--- config.mk ---
export PLATFORM = sky130hd
export DESIGN_NAME = dccl_loader
export DESIGN_NICKNAME = d
export VERILOG_FILES = /design/src/dccl_sync.v /design/src/dccl_loader.v
export VERILOG_INCLUDE_DIRS = /design/src
export SDC_FILE = /design/constraint.sdc
export NUM_CORES = 1
export LEC_CHECK = 0
export BUFFER_PORTS_ARGS = -buffer_cell sky130_fd_sc_hd__buf_2
export CAP_MARGIN = 25
export CORE_MARGIN = 2
export CORE_UTILIZATION = 50
export CTS_CLUSTER_DIAMETER = 50
export DETAILED_ROUTE_END_ITERATION = 8
export GPL_ROUTABILITY_DRIVEN = 0
export GPL_TIMING_DRIVEN = 1
export PLACE_DENSITY = 0.75
export RECOVER_POWER = 50
export SLEW_MARGIN = 20
export SYNTH_ARGS = -nofsm -noshare
export SYNTH_HDL_FRONTEND = slang
export SYNTH_SLANG_ARGS = --single-unit
--- constraint.sdc ---
create_clock -name CLOCK -period 17.3 [get_ports CLOCK]
set_input_delay 2.595 -clock CLOCK [delete_from_list [all_inputs] [get_ports CLOCK]]
set_output_delay 2.595 -clock CLOCK [all_outputs]
set_load 0.03 [all_outputs]
--- src/dccl_defs.vh ---
// Constants for the delay chain and converter configuration loader.
// Assumes a 250 MHz system clock; included by bare name.
`ifndef DCCL_DEFS_VH
`define DCCL_DEFS_VH
// ************************************************************
// Chain geometry
// ************************************************************
`define DCCL_CHIPS          10
`define DCCL_BITS_PER_CHIP  8
`define DCCL_CHAIN_BITS     80
`define DCCL_CNT_W          7
// ************************************************************
// Converter word: 3 address bits, 12 data bits
// ************************************************************
`define DCCL_CONV_BITS      15
`define DCCL_CONV_REGS      4
// ************************************************************
// Timing
// ************************************************************
`define DCCL_CLK_MHZ        250
`define DCCL_SHIFT_DIV      8
`define DCCL_PIX_DIV        2
`define DCCL_PIX_DIV_MIN    2
`define DCCL_TICK_MS        1
// ************************************************************
// Default delay codes, chain order
// ************************************************************
`define DCCL_DLY_OUTCLK     8'h10
`define DCCL_DLY_REF2       8'h20
`define DCCL_DLY_REF1       8'h20
`define DCCL_DLY_DAT2       8'h30
`define DCCL_DLY_DAT1       8'h30
`define DCCL_DLY_HP1A       8'h00
`define DCCL_DLY_HP1B       8'h00
`define DCCL_DLY_HP2A       8'h00
`define DCCL_DLY_HP2B       8'h00
`define DCCL_DLY_RST        8'h08
// Converter defaults {addr,data}
`define DCCL_CONV_W0        15'h0000
`define DCCL_CONV_W1        15'h1100
`define DCCL_CONV_W2        15'h2080
`define DCCL_CONV_W3        15'h3000
`endif

--- src/dccl_sync.v ---
// Three-stage input synchroniser for one pin.
// Assumes the input is asynchronous to clk.
`timescale 1ns/100ps
module dccl_sync (
	input  wire clk,   // System clock
	input  wire rst,   // Async reset, high
	input  wire din,   // Pin level
	output reg  dout   // Agreed level
);
	reg s1_ff;
	reg s2_ff;
	reg s3_ff;
	// Second and third stages must agree before the level moves
	always @(posedge clk or posedge rst) begin
		if (rst) begin
			s1_ff <= 1'b0;
			s2_ff <= 1'b0;
			s3_ff <= 1'b0;
			dout  <= 1'b0;
		end else begin
			s1_ff <= din;
			s2_ff <= s1_ff;
			s3_ff <= s2_ff;
			if (s2_ff == s3_ff)
				dout <= s3_ff;
		end
	end
endmodule // dccl_sync

--- src/dccl_loader.v ---
// Configuration loader: default delay chain and converter loads after reset,
// then pass-through of the external serial port; pixel and integration timing.
// Assumes pins arrive asynchronously and pulled low when unconnected.
`timescale 1ns/100ps
`include "dccl_defs.vh"
// What this block does
// - After reset, shift default settings into all ten delay chips.
// - After reset, write default registers into both converters.
// - Port is shift clock, data and three separate latch strobes.
// - Chain load is eight bits per chip, eighty bits total.
// - Each chip byte goes most significant bit first.
// - Chain order: outclk, ref2, ref1, dat2, dat1, horiz 1a, 1b, 2a, 2b, reset.
// - Pixel timing divides the master clock, at most half its rate.
// - Integration counts whole one millisecond ticks.
// - Unconnected inputs read zero; block runs without them.
// - Each converter rewritable alone via its own strobe.
module dccl_loader (
	input  wire       CLOCK,          // 250 MHz master clock
	input  wire       RST,            // Async reset / board reset, high
	input  wire       EXT_SCLK,       // External shift clock pin
	input  wire       EXT_DATA,       // External data pin
	input  wire       EXT_CHAIN_LD,   // External chain strobe pin
	input  wire       EXT_CONV1_LD,   // External converter 1 strobe pin
	input  wire       EXT_CONV2_LD,   // External converter 2 strobe pin
	input  wire       UNIT_TICK,      // 1 kHz integration tick pin
	input  wire       INT_MODE,       // Internal integration mode pin
	input  wire [7:0] INT_UNITS,      // Integration length in ticks
	output reg        SERIAL_SHIFT_CLOCK,      // Shift clock to targets
	output reg        SERIAL_DATA_LINE,        // Shared data line
	output reg        DELAY_CHAIN_LATCH_STROBE,// Chain strobe
	output reg        CONVERTER1_LATCH_STROBE, // Converter 1 strobe
	output reg        CONVERTER2_LATCH_STROBE, // Converter 2 strobe
	output reg        PIXEL_ENABLE,            // Pixel-rate pulse
	output reg        INTEGRATING,             // High during integration
	output reg        DEFAULTS_DONE            // Default loads finished
);
	// ************************************************************
	// States
	// ************************************************************
	localparam [5:0] S_CHAIN = 6'h01;
	localparam [5:0] S_CLAT  = 6'h02;
	localparam [5:0] S_CONV  = 6'h04;
	localparam [5:0] S_VLAT  = 6'h08;
	localparam [5:0] S_GAP   = 6'h10;
	localparam [5:0] S_PASS  = 6'h20;
	localparam [79:0] CHAIN_IMG = {`DCCL_DLY_OUTCLK, `DCCL_DLY_REF2, `DCCL_DLY_REF1,
		`DCCL_DLY_DAT2, `DCCL_DLY_DAT1, `DCCL_DLY_HP1A, `DCCL_DLY_HP1B,
		`DCCL_DLY_HP2A, `DCCL_DLY_HP2B, `DCCL_DLY_RST};
	localparam [59:0] CONV_IMG = {`DCCL_CONV_W0, `DCCL_CONV_W1, `DCCL_CONV_W2, `DCCL_CONV_W3};
	localparam [3:0] HALF = 4'd`DCCL_SHIFT_DIV >> 1;

	// ************************************************************
	// Pin synchronisers
	// ************************************************************
	// Length bits may settle a cycle apart, so change the length only while idle
	wire [7:1] pin_raw = {EXT_SCLK, EXT_DATA, EXT_CHAIN_LD, EXT_CONV1_LD,
		EXT_CONV2_LD, UNIT_TICK, INT_MODE};
	wire [7:1] pin_s;
	wire [7:0] units_s;  // Integration length, settled
	genvar gi;
	generate
		for (gi = 1; gi < 8; gi = gi + 1) begin : g_sync
			dccl_sync u_sync (
				.clk  (CLOCK),
				.rst  (RST),
				.din  (pin_raw[gi]),
				.dout (pin_s[gi])
			);
		end
		for (gi = 0; gi < 8; gi = gi + 1) begin : g_units
			dccl_sync u_sync (
				.clk  (CLOCK),
				.rst  (RST),
				.din  (INT_UNITS[gi]),
				.dout (units_s[gi])
			);
		end
	endgenerate

	// ************************************************************
	// Shift-rate divider: one enable per half shift clock
	// ************************************************************
	reg  [3:0] div_ff;
	wire       half_en = (div_ff == HALF - 4'h1);
	always @(posedge CLOCK or posedge RST) begin
		if (RST)
			div_ff <= 4'h0;
		else if (half_en)
			div_ff <= 4'h0;
		else
			div_ff <= div_ff + 4'h1;
	end

	// ************************************************************
	// Default load sequencer
	// ************************************************************
	reg [5:0]  state_ff;
	reg [6:0]  bit_ff;     // Bits remaining in current word
	reg [2:0]  word_ff;    // Converter word index
	reg        conv_ff;    // 0: converter 1, 1: converter 2
	reg        phase_ff;   // 0: clock low half, 1: high half
	reg [79:0] sh_ff;
	reg        sclk_ff;
	reg        sdat_ff;
	reg        ld_chain_ff;
	reg        ld_c1_ff;
	reg        ld_c2_ff;
	always @(posedge CLOCK or posedge RST) begin
		if (RST) begin
			state_ff    <= S_CHAIN;
			bit_ff      <= 7'd`DCCL_CHAIN_BITS;
			word_ff     <= 3'h0;
			conv_ff     <= 1'b0;
			phase_ff    <= 1'b0;
			sh_ff       <= CHAIN_IMG;
			sclk_ff     <= 1'b0;
			sdat_ff     <= 1'b0;
			ld_chain_ff <= 1'b0;
			ld_c1_ff    <= 1'b0;
			ld_c2_ff    <= 1'b0;
		end else if (half_en) begin
			case (state_ff)
				S_CHAIN, S_CONV: begin
					// Present data while low, rise mid-bit
					if (!phase_ff) begin
						sdat_ff  <= sh_ff[79];
						sclk_ff  <= 1'b0;
						phase_ff <= 1'b1;
					end else begin
						sclk_ff  <= 1'b1;
						phase_ff <= 1'b0;
						sh_ff    <= {sh_ff[78:0], 1'b0};
						bit_ff   <= bit_ff - 7'h1;
						if (bit_ff == 7'h1)
							state_ff <= (state_ff == S_CHAIN) ? S_CLAT : S_VLAT;
					end
				end
				S_CLAT: begin
					// Whole chain latched at once after the last bit
					sclk_ff <= 1'b0;
					if (!ld_chain_ff) begin
						ld_chain_ff <= 1'b1;
					end else begin
						ld_chain_ff <= 1'b0;
						state_ff    <= S_GAP;
					end
				end
				S_VLAT: begin
					sclk_ff <= 1'b0;
					if (!(ld_c1_ff | ld_c2_ff)) begin
						ld_c1_ff <= ~conv_ff;
						ld_c2_ff <= conv_ff;
					end else begin
						ld_c1_ff <= 1'b0;
						ld_c2_ff <= 1'b0;
						if (word_ff == 3'd`DCCL_CONV_REGS - 3'd1) begin
							word_ff  <= 3'h0;
							conv_ff  <= 1'b1;
							state_ff <= conv_ff ? S_PASS : S_GAP;
						end else begin
							word_ff  <= word_ff + 3'h1;
							state_ff <= S_GAP;
						end
					end
				end
				S_GAP: begin
					// Load next converter word, top aligned
					sh_ff    <= {CONV_IMG[59 - 15 * word_ff -: 15], 65'h0};
					bit_ff   <= 7'd`DCCL_CONV_BITS;
					state_ff <= S_CONV;
				end
				S_PASS: begin
					sclk_ff <= 1'b0;
				end
				default: state_ff <= S_CHAIN;
			endcase
		end
	end

	// ************************************************************
	// Output mux: external port only after defaults are loaded
	// ************************************************************
	wire pass = (state_ff == S_PASS);
	always @(posedge CLOCK or posedge RST) begin
		if (RST) begin
			SERIAL_SHIFT_CLOCK       <= 1'b0;
			SERIAL_DATA_LINE         <= 1'b0;
			DELAY_CHAIN_LATCH_STROBE <= 1'b0;
			CONVERTER1_LATCH_STROBE  <= 1'b0;
			CONVERTER2_LATCH_STROBE  <= 1'b0;
			DEFAULTS_DONE            <= 1'b0;
		end else begin
			SERIAL_SHIFT_CLOCK       <= pass ? pin_s[7] : sclk_ff;
			SERIAL_DATA_LINE         <= pass ? pin_s[6] : sdat_ff;
			DELAY_CHAIN_LATCH_STROBE <= pass ? pin_s[5] : ld_chain_ff;
			CONVERTER1_LATCH_STROBE  <= pass ? pin_s[4] : ld_c1_ff;
			CONVERTER2_LATCH_STROBE  <= pass ? pin_s[3] : ld_c2_ff;
			DEFAULTS_DONE            <= pass;
		end
	end

	// ************************************************************
	// Pixel-rate enable, never faster than half the master clock
	// ************************************************************
	localparam [3:0] PDIV = (4'd`DCCL_PIX_DIV < 4'd`DCCL_PIX_DIV_MIN) ? 4'd`DCCL_PIX_DIV_MIN : 4'd`DCCL_PIX_DIV;
	reg [3:0] pix_ff;
	always @(posedge CLOCK or posedge RST) begin
		if (RST) begin
			pix_ff       <= 4'h0;
			PIXEL_ENABLE <= 1'b0;
		end else begin
			PIXEL_ENABLE <= (pix_ff == PDIV - 4'h1);
			pix_ff       <= (pix_ff == PDIV - 4'h1) ? 4'h0 : pix_ff + 4'h1;
		end
	end

	// ************************************************************
	// Integration in whole ticks; pins pulled low keep it idle
	// ************************************************************
	reg       tick_d_ff;
	reg [7:0] icnt_ff;
	wire      tick_rise = pin_s[2] & ~tick_d_ff;
	always @(posedge CLOCK or posedge RST) begin
		if (RST) begin
			tick_d_ff   <= 1'b0;
			icnt_ff     <= 8'h00;
			INTEGRATING <= 1'b0;
		end else begin
			tick_d_ff <= pin_s[2];
			if (!pin_s[1] || units_s == 8'h00) begin
				INTEGRATING <= 1'b0;
				icnt_ff     <= 8'h00;
			end else if (tick_rise) begin
				// Window opens and closes on tick edges here; mode pin low or zero length closes it at once
				if (!INTEGRATING) begin
					INTEGRATING <= 1'b1;
					icnt_ff     <= units_s;
				end else if (icnt_ff == 8'h01) begin
					INTEGRATING <= 1'b0;
					icnt_ff     <= 8'h00;
				end else begin
					icnt_ff <= icnt_ff - 8'h01;
				end
			end
		end
	end
endmodule // dccl_loader

==> load_flow_metrics.sql, run 1 <==
INSERT INTO impl_metrics (metric_group, metric, value, unit) VALUES
('run_status', 'result_of_the_run', 'complete, but fails checks', ''),
('run_status', 'violations', 'max-capacitance violations, max-slew violations', ''),
('setup_path', 'worst_setup_path_start_kind', 'flip-flop', ''),
('clock_network', 'cts.sinks', '185', ''),
('sta', 'max_freq', '155', 'MHz'),
('flow_run', 'cap_violations', '3', ''),
('sta', 'report.final.setup_viol', '0', ''),
('clock_network', 'cts_inserted_buffers', '17', ''),
('final_layout', 'layout-drive-gt1-share', '0.103', ''),
('global_routing', 'global_route.usage.met1', '0.272', ''),
('final_layout', 'num_antenna_cells', '0', ''),
('route', 'postRouteWirelength', '14.6', 'mm'),
('synthesis', 'syn_area_per_cell', '10.3', 'µm²'),
('final_layout', 'most_used_cells_in_the_layout_excluding_fill_and_tap_cells', 'sky130_fd_sc_hd__dfrtp_1 (174), sky130_fd_sc_hd__nand2_1 (171), sky130_fd_sc_hd__nand3_1 (72), sky130_fd_sc_hd__nor2_1 (42), sky130_fd_sc_hd__o21ai_0 (31)', ''),
('setup_path', 'timing.critical_path.to', 'bit_ff[3]', ''),
('final_layout', 'finish.utilization', '0.559', ''),
('route', 'drt_iter0_markers', '543', ''),
('power_and_ir_drop', 'power.total', '0.854', 'mW'),
('route', 'vias_post_dr', '5497', ''),
('global_routing', 'first_global_vias', '5371', ''),
('floorplanning', 'start_util', '0.506', ''),
('clock_network', 'insertion_delay', '0.43', 'ns'),
('global_routing', 'grt_most_used_layer', 'met2', ''),
('synthesis', 'yosys_cell_types', '61', ''),
('synthesis', 'fraction_of_synthesis_flops_using_an_asynchronous_set_or_reset_pin', '1.00', ''),
('synthesis', 'yosysSeqAreaShare', '0.586', ''),
('setup_path', 'critPathCaptureType', 'flip-flop', ''),
('setup_path', 'cp_max_fo', '78', ''),
('route', 'via_density_per_instance', '5.44', ''),
('synthesis', 'number_of_flops_mapped_to_enable_cells_by_yosys', '0', ''),
('clock_network', 'clock_path_buffers', '2', ''),
('setup_path', 'reg2reg_depth', '8', ''),
('global_routing', 'grt_max_degree', '102', ''),
('setup_path', 'critPathLaunch', 'state_ff[0]', ''),
('placement', 'dpl_worst_slack', '12.84', 'ns'),
('final_layout', 'final_cell_count_no_fill', '1010', ''),
('synthesis', 'synth_fp_nets', '807', ''),
('power_and_ir_drop', 'p_per_area', '97.6', 'nW/µm²'),
('clock_network', 'h-tree-depth', '4', ''),
('placement', 'place.port_buffers', '24', ''),
('sta', 'post-route-period-util', '0.374', ''),
('route', 'final_antenna_net_count', '0', ''),
('synthesis', 'synth-main-ff-cell', 'sky130_fd_sc_hd__dfrtp_1', ''),
('final_layout', 'layout.cells.most_common', 'sky130_fd_sc_hd__dfrtp_1', ''),
('final_layout', 'area_growth', '10.4', '%'),
('global_routing', 'met2_usage', '0.277', ''),
('route', 'route.detailed.wl_per_inst', '14.4', 'µm'),
('setup_path', 'worstSetupPathType', 'flip-flop to flip-flop', ''),
('synthesis', 'synth-warning-count', '0', ''),
('sta', 'final-max-slew-violation-count', '252', ''),
('clock_network', 'cts_resized', '0', ''),
('placement', 'detailedPlacementHpwl', '8.94', 'mm'),
('setup_path', 'rr_startpoint', 'state_ff[0]', ''),
('global_routing', 'number_of_antenna_violations_at_the_first_check_in_global_routing', '0', ''),
('placement', 'dpl-instance-area', '8200', 'µm²'),
('route', 'detailedRoute.firstPassIterationCount', '5', ''),
('global_routing', 'global_route.usage.met3', '0.0422', ''),
('power_and_ir_drop', 'vdd.ir_drop.worst', '0.0644', 'mV'),
('final_layout', 'postLayoutCellArea', '8750', 'µm²'),
('floorplanning', 'floorplan.core_area', '15700', 'µm²'),
('worst_hold_path', 'hp-start', 'g_sync[4].u_sync.s1_ff', ''),
('sta', 'worst_hold_slack', '0.347', 'ns'),
('route', 'remaining_drc_errors', '0', ''),
('global_routing', 'globalRouteOverflowTotal', '0', ''),
('setup_path', 'worstPathRequired', '17.61', 'ns'),
('clock_network', 'clk_pin_slew', '0.06', 'ns'),
('sta', 'hold_viol', '0', ''),
('global_routing', 'grt_pass1_wl', '25.5', 'mm'),
('placement', 'dp_cells', '980', ''),
('power_and_ir_drop', 'leakage', '4.13', 'nW'),
('global_routing', 'globalRouteTotalUtil', '0.189', '');
==> registers in the layout (all words and copies together), names as in the netlist, 6 cells and up <==
name and flops:
g_units.u_sync.s2_ff 8, state_ff 6, bit_ff 7, g_units.u_sync.dout 8, g_sync.u_sync.dout 7, sh_ff 77
g_units.u_sync.s3_ff 8, g_units.u_sync.s1_ff 8, g_sync.u_sync.s2_ff 7, g_sync.u_sync.s1_ff 7, icnt_ff 8, g_sync.u_sync.s3_ff 7
==> report_power, final <==
group          leakage (nW)  switching (mW)  internal (mW)  total, mW
logic                  1.50          0.0202         0.0107     0.0309
registers              2.37         0.00758          0.444      0.452
clock network         0.270           0.152          0.219      0.371
==> metal layers <==
layer  vias up  routed length, µm
met4         0                250
met3        21                501
met5         -                  0
li1       2690                  -
met2       105               6550
met1      2681               7250
==> synth_stat cells (11+ instances only) <==
library cell               instances  area share
sky130_fd_sc_hd__a21oi_1          25       0.016
sky130_fd_sc_hd__clkbuf_1         30       0.014
sky130_fd_sc_hd__dfrtp_1         174        0.55
sky130_fd_sc_hd__dfstp_2          11       0.036
sky130_fd_sc_hd__ha_1             17       0.027
sky130_fd_sc_hd__inv_1            19      0.0090
sky130_fd_sc_hd__maj3_1           15       0.019
sky130_fd_sc_hd__nand2_1         171       0.081
sky130_fd_sc_hd__nand3_1          72       0.046
sky130_fd_sc_hd__nor2_1           42       0.020
sky130_fd_sc_hd__o21ai_0          31       0.020
sky130_fd_sc_hd__xnor2_1          12       0.013
==> worst max-delay path: stages (launching register included) <==
cell	delay [ns]
sky130_fd_sc_hd__dfstp_2	0.60
sky130_fd_sc_hd__or4_1	0.16
sky130_fd_sc_hd__or3b_2	0.12
sky130_fd_sc_hd__clkbuf_1	2.29
sky130_fd_sc_hd__a21o_2	0.33
sky130_fd_sc_hd__clkbuf_1	2.32
sky130_fd_sc_hd__nor2_1	0.20
sky130_fd_sc_hd__xnor2_1	0.26
sky130_fd_sc_hd__nand2_1	0.07
==> how the worst min path moves through the flow <==
stage                                  end  slack [ns]  cells after the start
finish              g_sync[4].u_sync.s2_ff        0.35                      0
global route        g_sync[3].u_sync.s2_ff        0.35                      0
CTS                 g_sync[1].u_sync.s2_ff        0.35                      0
detailed placement  g_sync[1].u_sync.s2_ff        0.34                      0
global placement    g_sync[7].u_sync.s2_ff        0.33                      0
floorplan           g_sync[1].u_sync.s2_ff        0.33                      0
==> final cells by class <==
cell class                 count  area [µm²]
tap                          216         270
inverter                      20        76.3
clock inverter                 7        93.8
sequential                   185        4640
clock buffer                  23         468
multi-input combinational    531        3050
timing repair buffer          28         145
fill                        1346        6910
==> cell families (layout without fill, tap and decap cells) <==
kind of cell | count (synthesis) | after routing | synth area share
simple gates | 361 | 361 | 0.214
buf+inv | 56 | 78 | 0.0283
fa+ha+maj | 33 | 33 | 0.0483
compound gates | 109 | 109 | 0.0898
flops | 185 | 185 | 0.586
mux | 7 | 7 | 0.00995
xor+xnor | 21 | 21 | 0.0232
No activity file was read; power rests on OpenSTA's default activity.
==> run 2: changes to the inputs <==
Clock period 17.3 ns to 6.6 ns, I/O delays scaled along.
==> load_flow_metrics.sql, run 2 (synthesis results as in run 1) <==
INSERT INTO impl_metrics (metric_group, metric, value, unit) VALUES
('setup_path', 'worst_setup_path_start_kind', 'flip-flop', ''),
('floorplanning', 'design.portCount', '25', ''),
('sta', 'worst_hold_slack', '0.347', 'ns'),
('power_and_ir_drop', 'vdd.ir_drop.worst', '0.186', 'mV'),
('route', 'final_antenna_net_count', '0', ''),
('clock_network', 'cts.sinks', '185', ''),
('final_layout', 'registers.top_by_ff_count', 'sh_ff', ''),
('floorplanning', 'floorplan.core_area', '15700', 'µm²'),
('sta', 'relSlewSlack', '0.346', ''),
('final_layout', 'fill_cells', '1334', ''),
('sta', 'grt_setup_unrepaired', 'false', ''),
('setup_path', 'critical_path.slowest_cell', 'sky130_fd_sc_hd__xor2_1', ''),
('power_and_ir_drop', 'p_per_area', '266', 'nW/µm²'),
('route', 'route.detailed.wl_per_inst', '14.8', 'µm'),
('clock_network', 'h-tree-depth', '4', ''),
('final_layout', 'largest_register_ffs', '77', ''),
('setup_path', 'critPathCaptureType', 'flip-flop', ''),
('floorplanning', 'die_height', '130', 'µm'),
('setup_path', 'wp_buf_inv', '2', ''),
('sta', 'final.setup_skew', '0.0108', 'ns'),
('flow_run', 'cap_violations', '0', ''),
('final_layout', 'most_used_cells_in_the_layout_excluding_fill_and_tap_cells', 'sky130_fd_sc_hd__dfrtp_1 (174), sky130_fd_sc_hd__nand2_1 (171), sky130_fd_sc_hd__nand3_1 (72), sky130_fd_sc_hd__nor2_1 (42), sky130_fd_sc_hd__o21ai_0 (31)', ''),
('final_layout', 'area_growth', '11.5', '%'),
('run_status', 'result_of_the_run', 'complete, no violations', ''),
('clock_network', 'cts_inserted_buffers', '17', ''),
('worst_hold_path', 'timing.hold.worst.class', 'flip-flop to flip-flop', ''),
('setup_path', 'cp.arrival', '4.26', 'ns'),
('clock_network', 'ctsRootBufferMaster', 'sky130_fd_sc_hd__clkbuf_16', ''),
('sta', 'final-max-slew-violation-count', '0', ''),
('clock_network', 'clk_pin_slew', '0.06', 'ns'),
('global_routing', 'first_global_vias', '5338', ''),
('sta', 'report.final.setup_viol', '0', ''),
('final_layout', 'layout-drive-gt1-share', '0.111', ''),
('clock_network', 'insertion_delay', '0.43', 'ns'),
('sta', 'hold_viol', '0', ''),
('floorplanning', 'dieArea', '16900', 'µm²'),
('global_routing', 'number_of_antenna_violations_at_the_first_check_in_global_routing', '0', ''),
('clock_network', 'cts_tree', 'built', ''),
('power_and_ir_drop', 'leakage', '4.18', 'nW'),
('route', 'detailedRoute.firstPassIterationCount', '6', ''),
('floorplanning', 'start_util', '0.506', ''),
('clock_network', 'clock_path_buffers', '2', ''),
('setup_path', 'cp_cell_sequence', 'inv_1, ha_1, ha_1, inv_1, ha_1, fa_1, xor2_1, xor2_1, nand3_1, a211o_1, a221oi_1, a221o_1', ''),
('clock_network', 'post_cts_hold_buffer_count', '0', ''),
('clock_network', 'cts_resized', '0', ''),
('final_layout', 'layout.cells.most_common', 'sky130_fd_sc_hd__dfrtp_1', ''),
('global_routing', 'globalRouteTotalUtil', '0.190', ''),
('floorplanning', 'horizontal_die_dimension', '130', 'µm'),
('global_routing', 'grt_max_degree', '117', ''),
('setup_path', 'worstPathRequired', '6.96', 'ns'),
('setup_path', 'critical_path.max_stage_delay', '0.78', 'ns'),
('sta', 'max_freq', '257', 'MHz'),
('setup_path', 'critical_path.top_delay_family', 'adder cells', ''),
('clock_network', 'cts_post_setup_buffers_inserted', '0', ''),
('sta', 'fin_tns_setup', '0', 'ns'),
('route', 'postRouteWirelength', '14.9', 'mm'),
('setup_path', 'worstSetupPathType', 'flip-flop to flip-flop', ''),
('final_layout', 'fin_nets', '818', ''),
('global_routing', 'grt_pass1_wl', '25.5', 'mm'),
('sta', 'layout_min_cycle_time', '3.90', 'ns'),
('route', 'vias_post_dr', '5581', ''),
('sta', 'worst_pin_slew', '0.973', 'ns'),
('route', 'via_density_per_instance', '5.53', ''),
('global_routing', 'globalRouteOverflowTotal', '0', ''),
('floorplanning', 'placement_rows', '46', ''),
('setup_path', 'cp_max_fo', '13', ''),
('placement', 'detailedPlacementHpwl', '9.15', 'mm'),
('route', 'drt_iter0_markers', '464', ''),
('placement', 'place.port_buffers', '24', ''),
('route', 'remaining_drc_errors', '0', ''),
('sta', 'post-route-period-util', '0.591', ''),
('setup_path', 'critical_path.most_common_cell', 'sky130_fd_sc_hd__ha_1', ''),
('final_layout', 'num_antenna_cells', '0', '');
[run 2: metal layers]
metal	vias up	share of wire	track usage	routed length (µm)
li1	2686	-	-	-
met1	2715	0.47	0.262	6950
met2	150	0.47	0.290	6980
met3	30	0.046	0.0459	681
met4	0	0.021	0.0765	308
met5	-	0	0	0
[run 2: layout make-up]
| class | count | area, µm² | area share |
|---|---|---|---|
| clock buffer | 21 | 470 | 0.0533 |
| clock inverter | 9 | 163 | 0.0184 |
| inverter | 20 | 82.6 | 0.00935 |
| multi-input combinational | 531 | 3050 | 0.346 |
| sequential | 185 | 4640 | 0.526 |
| tap | 216 | 270 | 0.0306 |
| timing repair buffer | 28 | 149 | 0.0169 |
[run 2: stage by stage]
step                cells  area [µm²]  setup WS, ns  power [mW]   util
detailed placement    980        8200          2.78        1.29  0.524
finish               1010        8830          2.70        2.35  0.564
floorplan             772        7920         0.599        1.26      -
global route         1010        8830          2.48        2.45  0.564
global placement      980        8200          2.87        1.29  0.524
CTS                  1010        8830          2.78        2.38  0.564
[run 2: final timing paths]
check	cells past startpoint	slack, ns	endpoint	start
min reg2reg	0	0.35	g_sync[2].u_sync.s2_ff	g_sync[2].u_sync.s1_ff
min in group asynchronous	2	0.75	g_units[6].u_sync.s3_ff	RST
min	0	0.35	g_sync[2].u_sync.s2_ff	g_sync[2].u_sync.s1_ff
max in group asynchronous	3	4.51	sh_ff[6]	RST
max reg2reg	12	2.70	sh_ff[73]	word_ff[2]
max	12	2.70	sh_ff[73]	word_ff[2]
[run 2: where the power goes]
part / switching, mW / internal, mW
combinational: 0.0541 / 0.0279
sequential: 0.0209 / 1.16
clock: 0.417 / 0.665
==> run 3: changes to the inputs <==
Settings changed: PLACE_DENSITY 0.75 to 0.78.
Clock period 6.6 ns to 3.4 ns, I/O delays scaled along.
==> load_flow_metrics.sql, run 3 (synthesis results as in run 1) <==
INSERT INTO impl_metrics (metric_group, metric, value, unit) VALUES
('run_status', 'result_of_the_run', 'complete, no violations', ''),
('route', 'postRouteWirelength', '15.3', 'mm'),
('power_and_ir_drop', 'power.share.switching', '0.212', ''),
('power_and_ir_drop', 'power.total', '4.53', 'mW'),
('clock_network', 'cts.sinks', '185', ''),
('power_and_ir_drop', 'p_per_area', '506', 'nW/µm²'),
('global_routing', 'grt_pass1_wl', '26.3', 'mm'),
('clock_network', 'h-tree-depth', '4', ''),
('final_layout', 'fill_cells', '1287', ''),
('route', 'final_antenna_net_count', '0', ''),
('setup_path', 'critPathCaptureType', 'flip-flop', ''),
('final_layout', 'num_antenna_cells', '0', ''),
('power_and_ir_drop', 'net-switching-power', '0.958', 'mW'),
('power_and_ir_drop', 'power.combinational.fraction', '0.035', ''),
('final_layout', 'layout.cells.most_common', 'sky130_fd_sc_hd__dfrtp_1', ''),
('setup_path', 'worstPathRequired', '3.76', 'ns'),
('final_layout', 'fin_nets', '833', ''),
('setup_path', 'cp_max_fo', '13', ''),
('sta', 'fin_tns_setup', '0', 'ns'),
('floorplanning', 'horizontal_die_dimension', '130', 'µm'),
('power_and_ir_drop', 'clkPwrFrac', '0.458', ''),
('final_layout', 'area_growth', '13.0', '%'),
('global_routing', 'global_route.usage.met1', '0.265', ''),
('clock_network', 'insertion_delay', '0.43', 'ns'),
('global_routing', 'first_global_vias', '5467', ''),
('clock_network', 'cts_inserted_buffers', '17', ''),
('final_layout', 'multi_input_comb_area', '3070', 'µm²'),
('sta', 'worst_pin_slew', '1.44', 'ns'),
('sta', 'grt_setup_unrepaired', 'true', ''),
('route', 'route.detailed.wl_per_inst', '14.9', 'µm'),
('final_layout', 'most_used_cells_in_the_layout_excluding_fill_and_tap_cells', 'sky130_fd_sc_hd__dfrtp_1 (174), sky130_fd_sc_hd__nand2_1 (171), sky130_fd_sc_hd__nand3_1 (71), sky130_fd_sc_hd__nor2_1 (42), sky130_fd_sc_hd__o21ai_0 (31)', ''),
('floorplanning', 'floorplan.core_area', '15700', 'µm²'),
('final_layout', 'registers.top_by_ff_count', 'sh_ff', ''),
('clock_network', 'cts_tree', 'built', ''),
('worst_hold_path', 'timing.hold.worst.class', 'input port to flip-flop', ''),
('floorplanning', 'placement_rows', '46', ''),
('route', 'remaining_drc_errors', '0', ''),
('global_routing', 'met2_usage', '0.303', ''),
('route', 'detailedRoute.firstPassIterationCount', '5', ''),
('power_and_ir_drop', 'leakage', '4.27', 'nW'),
('sta', 'max_freq', '313', 'MHz'),
('sta', 'report.final.setup_viol', '0', ''),
('sta', 'post-route-period-util', '0.939', ''),
('placement', 'place.port_buffers', '24', ''),
('flow_run', 'cap_violations', '0', ''),
('setup_path', 'worst_setup_path_start_kind', 'flip-flop', ''),
('final_layout', 'largest_register_ffs', '77', ''),
('global_routing', 'globalRouteTotalUtil', '0.195', ''),
('floorplanning', 'die_height', '130', 'µm'),
('sta', 'layout_min_cycle_time', '3.19', 'ns'),
('floorplanning', 'design.portCount', '25', ''),
('final_layout', 'layout-drive-gt1-share', '0.131', ''),
('route', 'drt_iter0_markers', '609', ''),
('placement', 'detailedPlacementHpwl', '9.67', 'mm'),
('global_routing', 'grt_max_degree', '67', ''),
('sta', 'relSlewSlack', '0.0424', ''),
('setup_path', 'cp.arrival', '3.56', 'ns'),
('setup_path', 'worstSetupPathType', 'flip-flop to flip-flop', ''),
('floorplanning', 'start_util', '0.506', ''),
('clock_network', 'clock_path_buffers', '2', ''),
('clock_network', 'clk_pin_slew', '0.07', 'ns'),
('power_and_ir_drop', 'seqPwrFrac', '0.508', ''),
('power_and_ir_drop', 'internal-power', '3.57', 'mW'),
('final_layout', 'layout.area.seq', '4640', 'µm²'),
('sta', 'final-max-slew-violation-count', '0', ''),
('route', 'via_density_per_instance', '5.54', ''),
('global_routing', 'globalRouteOverflowTotal', '0', ''),
('clock_network', 'ctsRootBufferMaster', 'sky130_fd_sc_hd__clkbuf_16', ''),
('sta', 'final.setup_skew', '0.00868', 'ns'),
('global_routing', 'grt_most_used_layer', 'met2', ''),
('sta', 'hold_viol', '0', ''),
('global_routing', 'number_of_antenna_violations_at_the_first_check_in_global_routing', '0', ''),
('floorplanning', 'dieArea', '16900', 'µm²'),
('global_routing', 'global_route.usage.met3', '0.0496', ''),
('route', 'vias_post_dr', '5689', ''),
('power_and_ir_drop', 'vdd.ir_drop.worst', '0.368', 'mV');
-- run 3: cell types whose count changed in the layout (fill, tap and decap cells not counted), moves of 2 or more --
cell and change:
sky130_fd_sc_hd__clkbuf_1 +2, sky130_fd_sc_hd__buf_4 +12, sky130_fd_sc_hd__clkbuf_2 +2, sky130_fd_sc_hd__clkinv_4 +3, sky130_fd_sc_hd__clkbuf_8 -2, sky130_fd_sc_hd__inv_6 -3
-- run 3: timing repair --
item | in CTS | in global routing
buffers inserted | 0 | 0
endpoints found under the setup margin | 0 | 5
hold buffers | 0 | 0
gates resized for setup | 0 | 4
-- run 3: worst paths after layout --
path	from	to	slack, ns	depth (start not counted)
setup reg to reg	word_ff[2]	sh_ff[73]	0.21	13
max in group asynchronous	RST	sh_ff[50]	1.20	3
setup / recovery	word_ff[2]	sh_ff[73]	0.21	13
hold reg to reg	g_sync[4].u_sync.s1_ff	g_sync[4].u_sync.s2_ff	0.35	0
min in group asynchronous	RST	g_sync[2].u_sync.dout	0.29	2
hold / removal	EXT_DATA	g_sync[6].u_sync.s1_ff	0.18	1
-- run 3: critical path, stage by stage, from the launching register on --
cell and delay, ns:
sky130_fd_sc_hd__dfrtp_1 0.38, sky130_fd_sc_hd__inv_1 0.15, sky130_fd_sc_hd__ha_1 0.26, sky130_fd_sc_hd__ha_1 0.27, sky130_fd_sc_hd__inv_1 0.03, sky130_fd_sc_hd__ha_1 0.23, sky130_fd_sc_hd__fa_2 0.37, sky130_fd_sc_hd__xor2_2 0.25
sky130_fd_sc_hd__xor2_1 0.16, sky130_fd_sc_hd__buf_4 0.21, sky130_fd_sc_hd__nand3_1 0.10, sky130_fd_sc_hd__a211o_1 0.29, sky130_fd_sc_hd__a221oi_1 0.27, sky130_fd_sc_hd__a221o_1 0.15
-- run 3: through the flow --
stage	utilization	hold WS [ns]	worst slack (ns)	cell area [µm²]	cells
detailed placement	0.533	0.335	0.163	8350	995
finish	0.572	0.181	0.208	8950	1027
global route	0.572	0.162	-0.0189	8950	1027
CTS	0.573	0.160	0.147	8970	1027
floorplan	-	0.331	0.120	7920	772
global placement	0.533	0.332	0.234	8350	995
-- run 3: layer usage --
metal	up-vias	wire, µm
li1	2724	-
met1	2775	6980
met2	157	7270
met5	-	0
met4	0	351
met3	33	656
-- run 3: final cells by class --
type / instances / area share
multi-input cells: 531 / 0.343
inverters: 20 / 0.00853
clock buffers: 22 / 0.0507
flip-flops and latches: 185 / 0.519
repair buffers: 43 / 0.0302
well taps: 216 / 0.0302
clock inverters: 10 / 0.0187
-- run 3: power groups by stage --
stage	logic [mW]	clock network (mW)	registers (mW)
CTS	0.165	2.11	2.30
global route	0.182	2.21	2.31
global placement	0.162	0	2.34
detailed placement	0.164	0	2.34
finish	0.157	2.07	2.30
floorplan	0.115	0	2.33
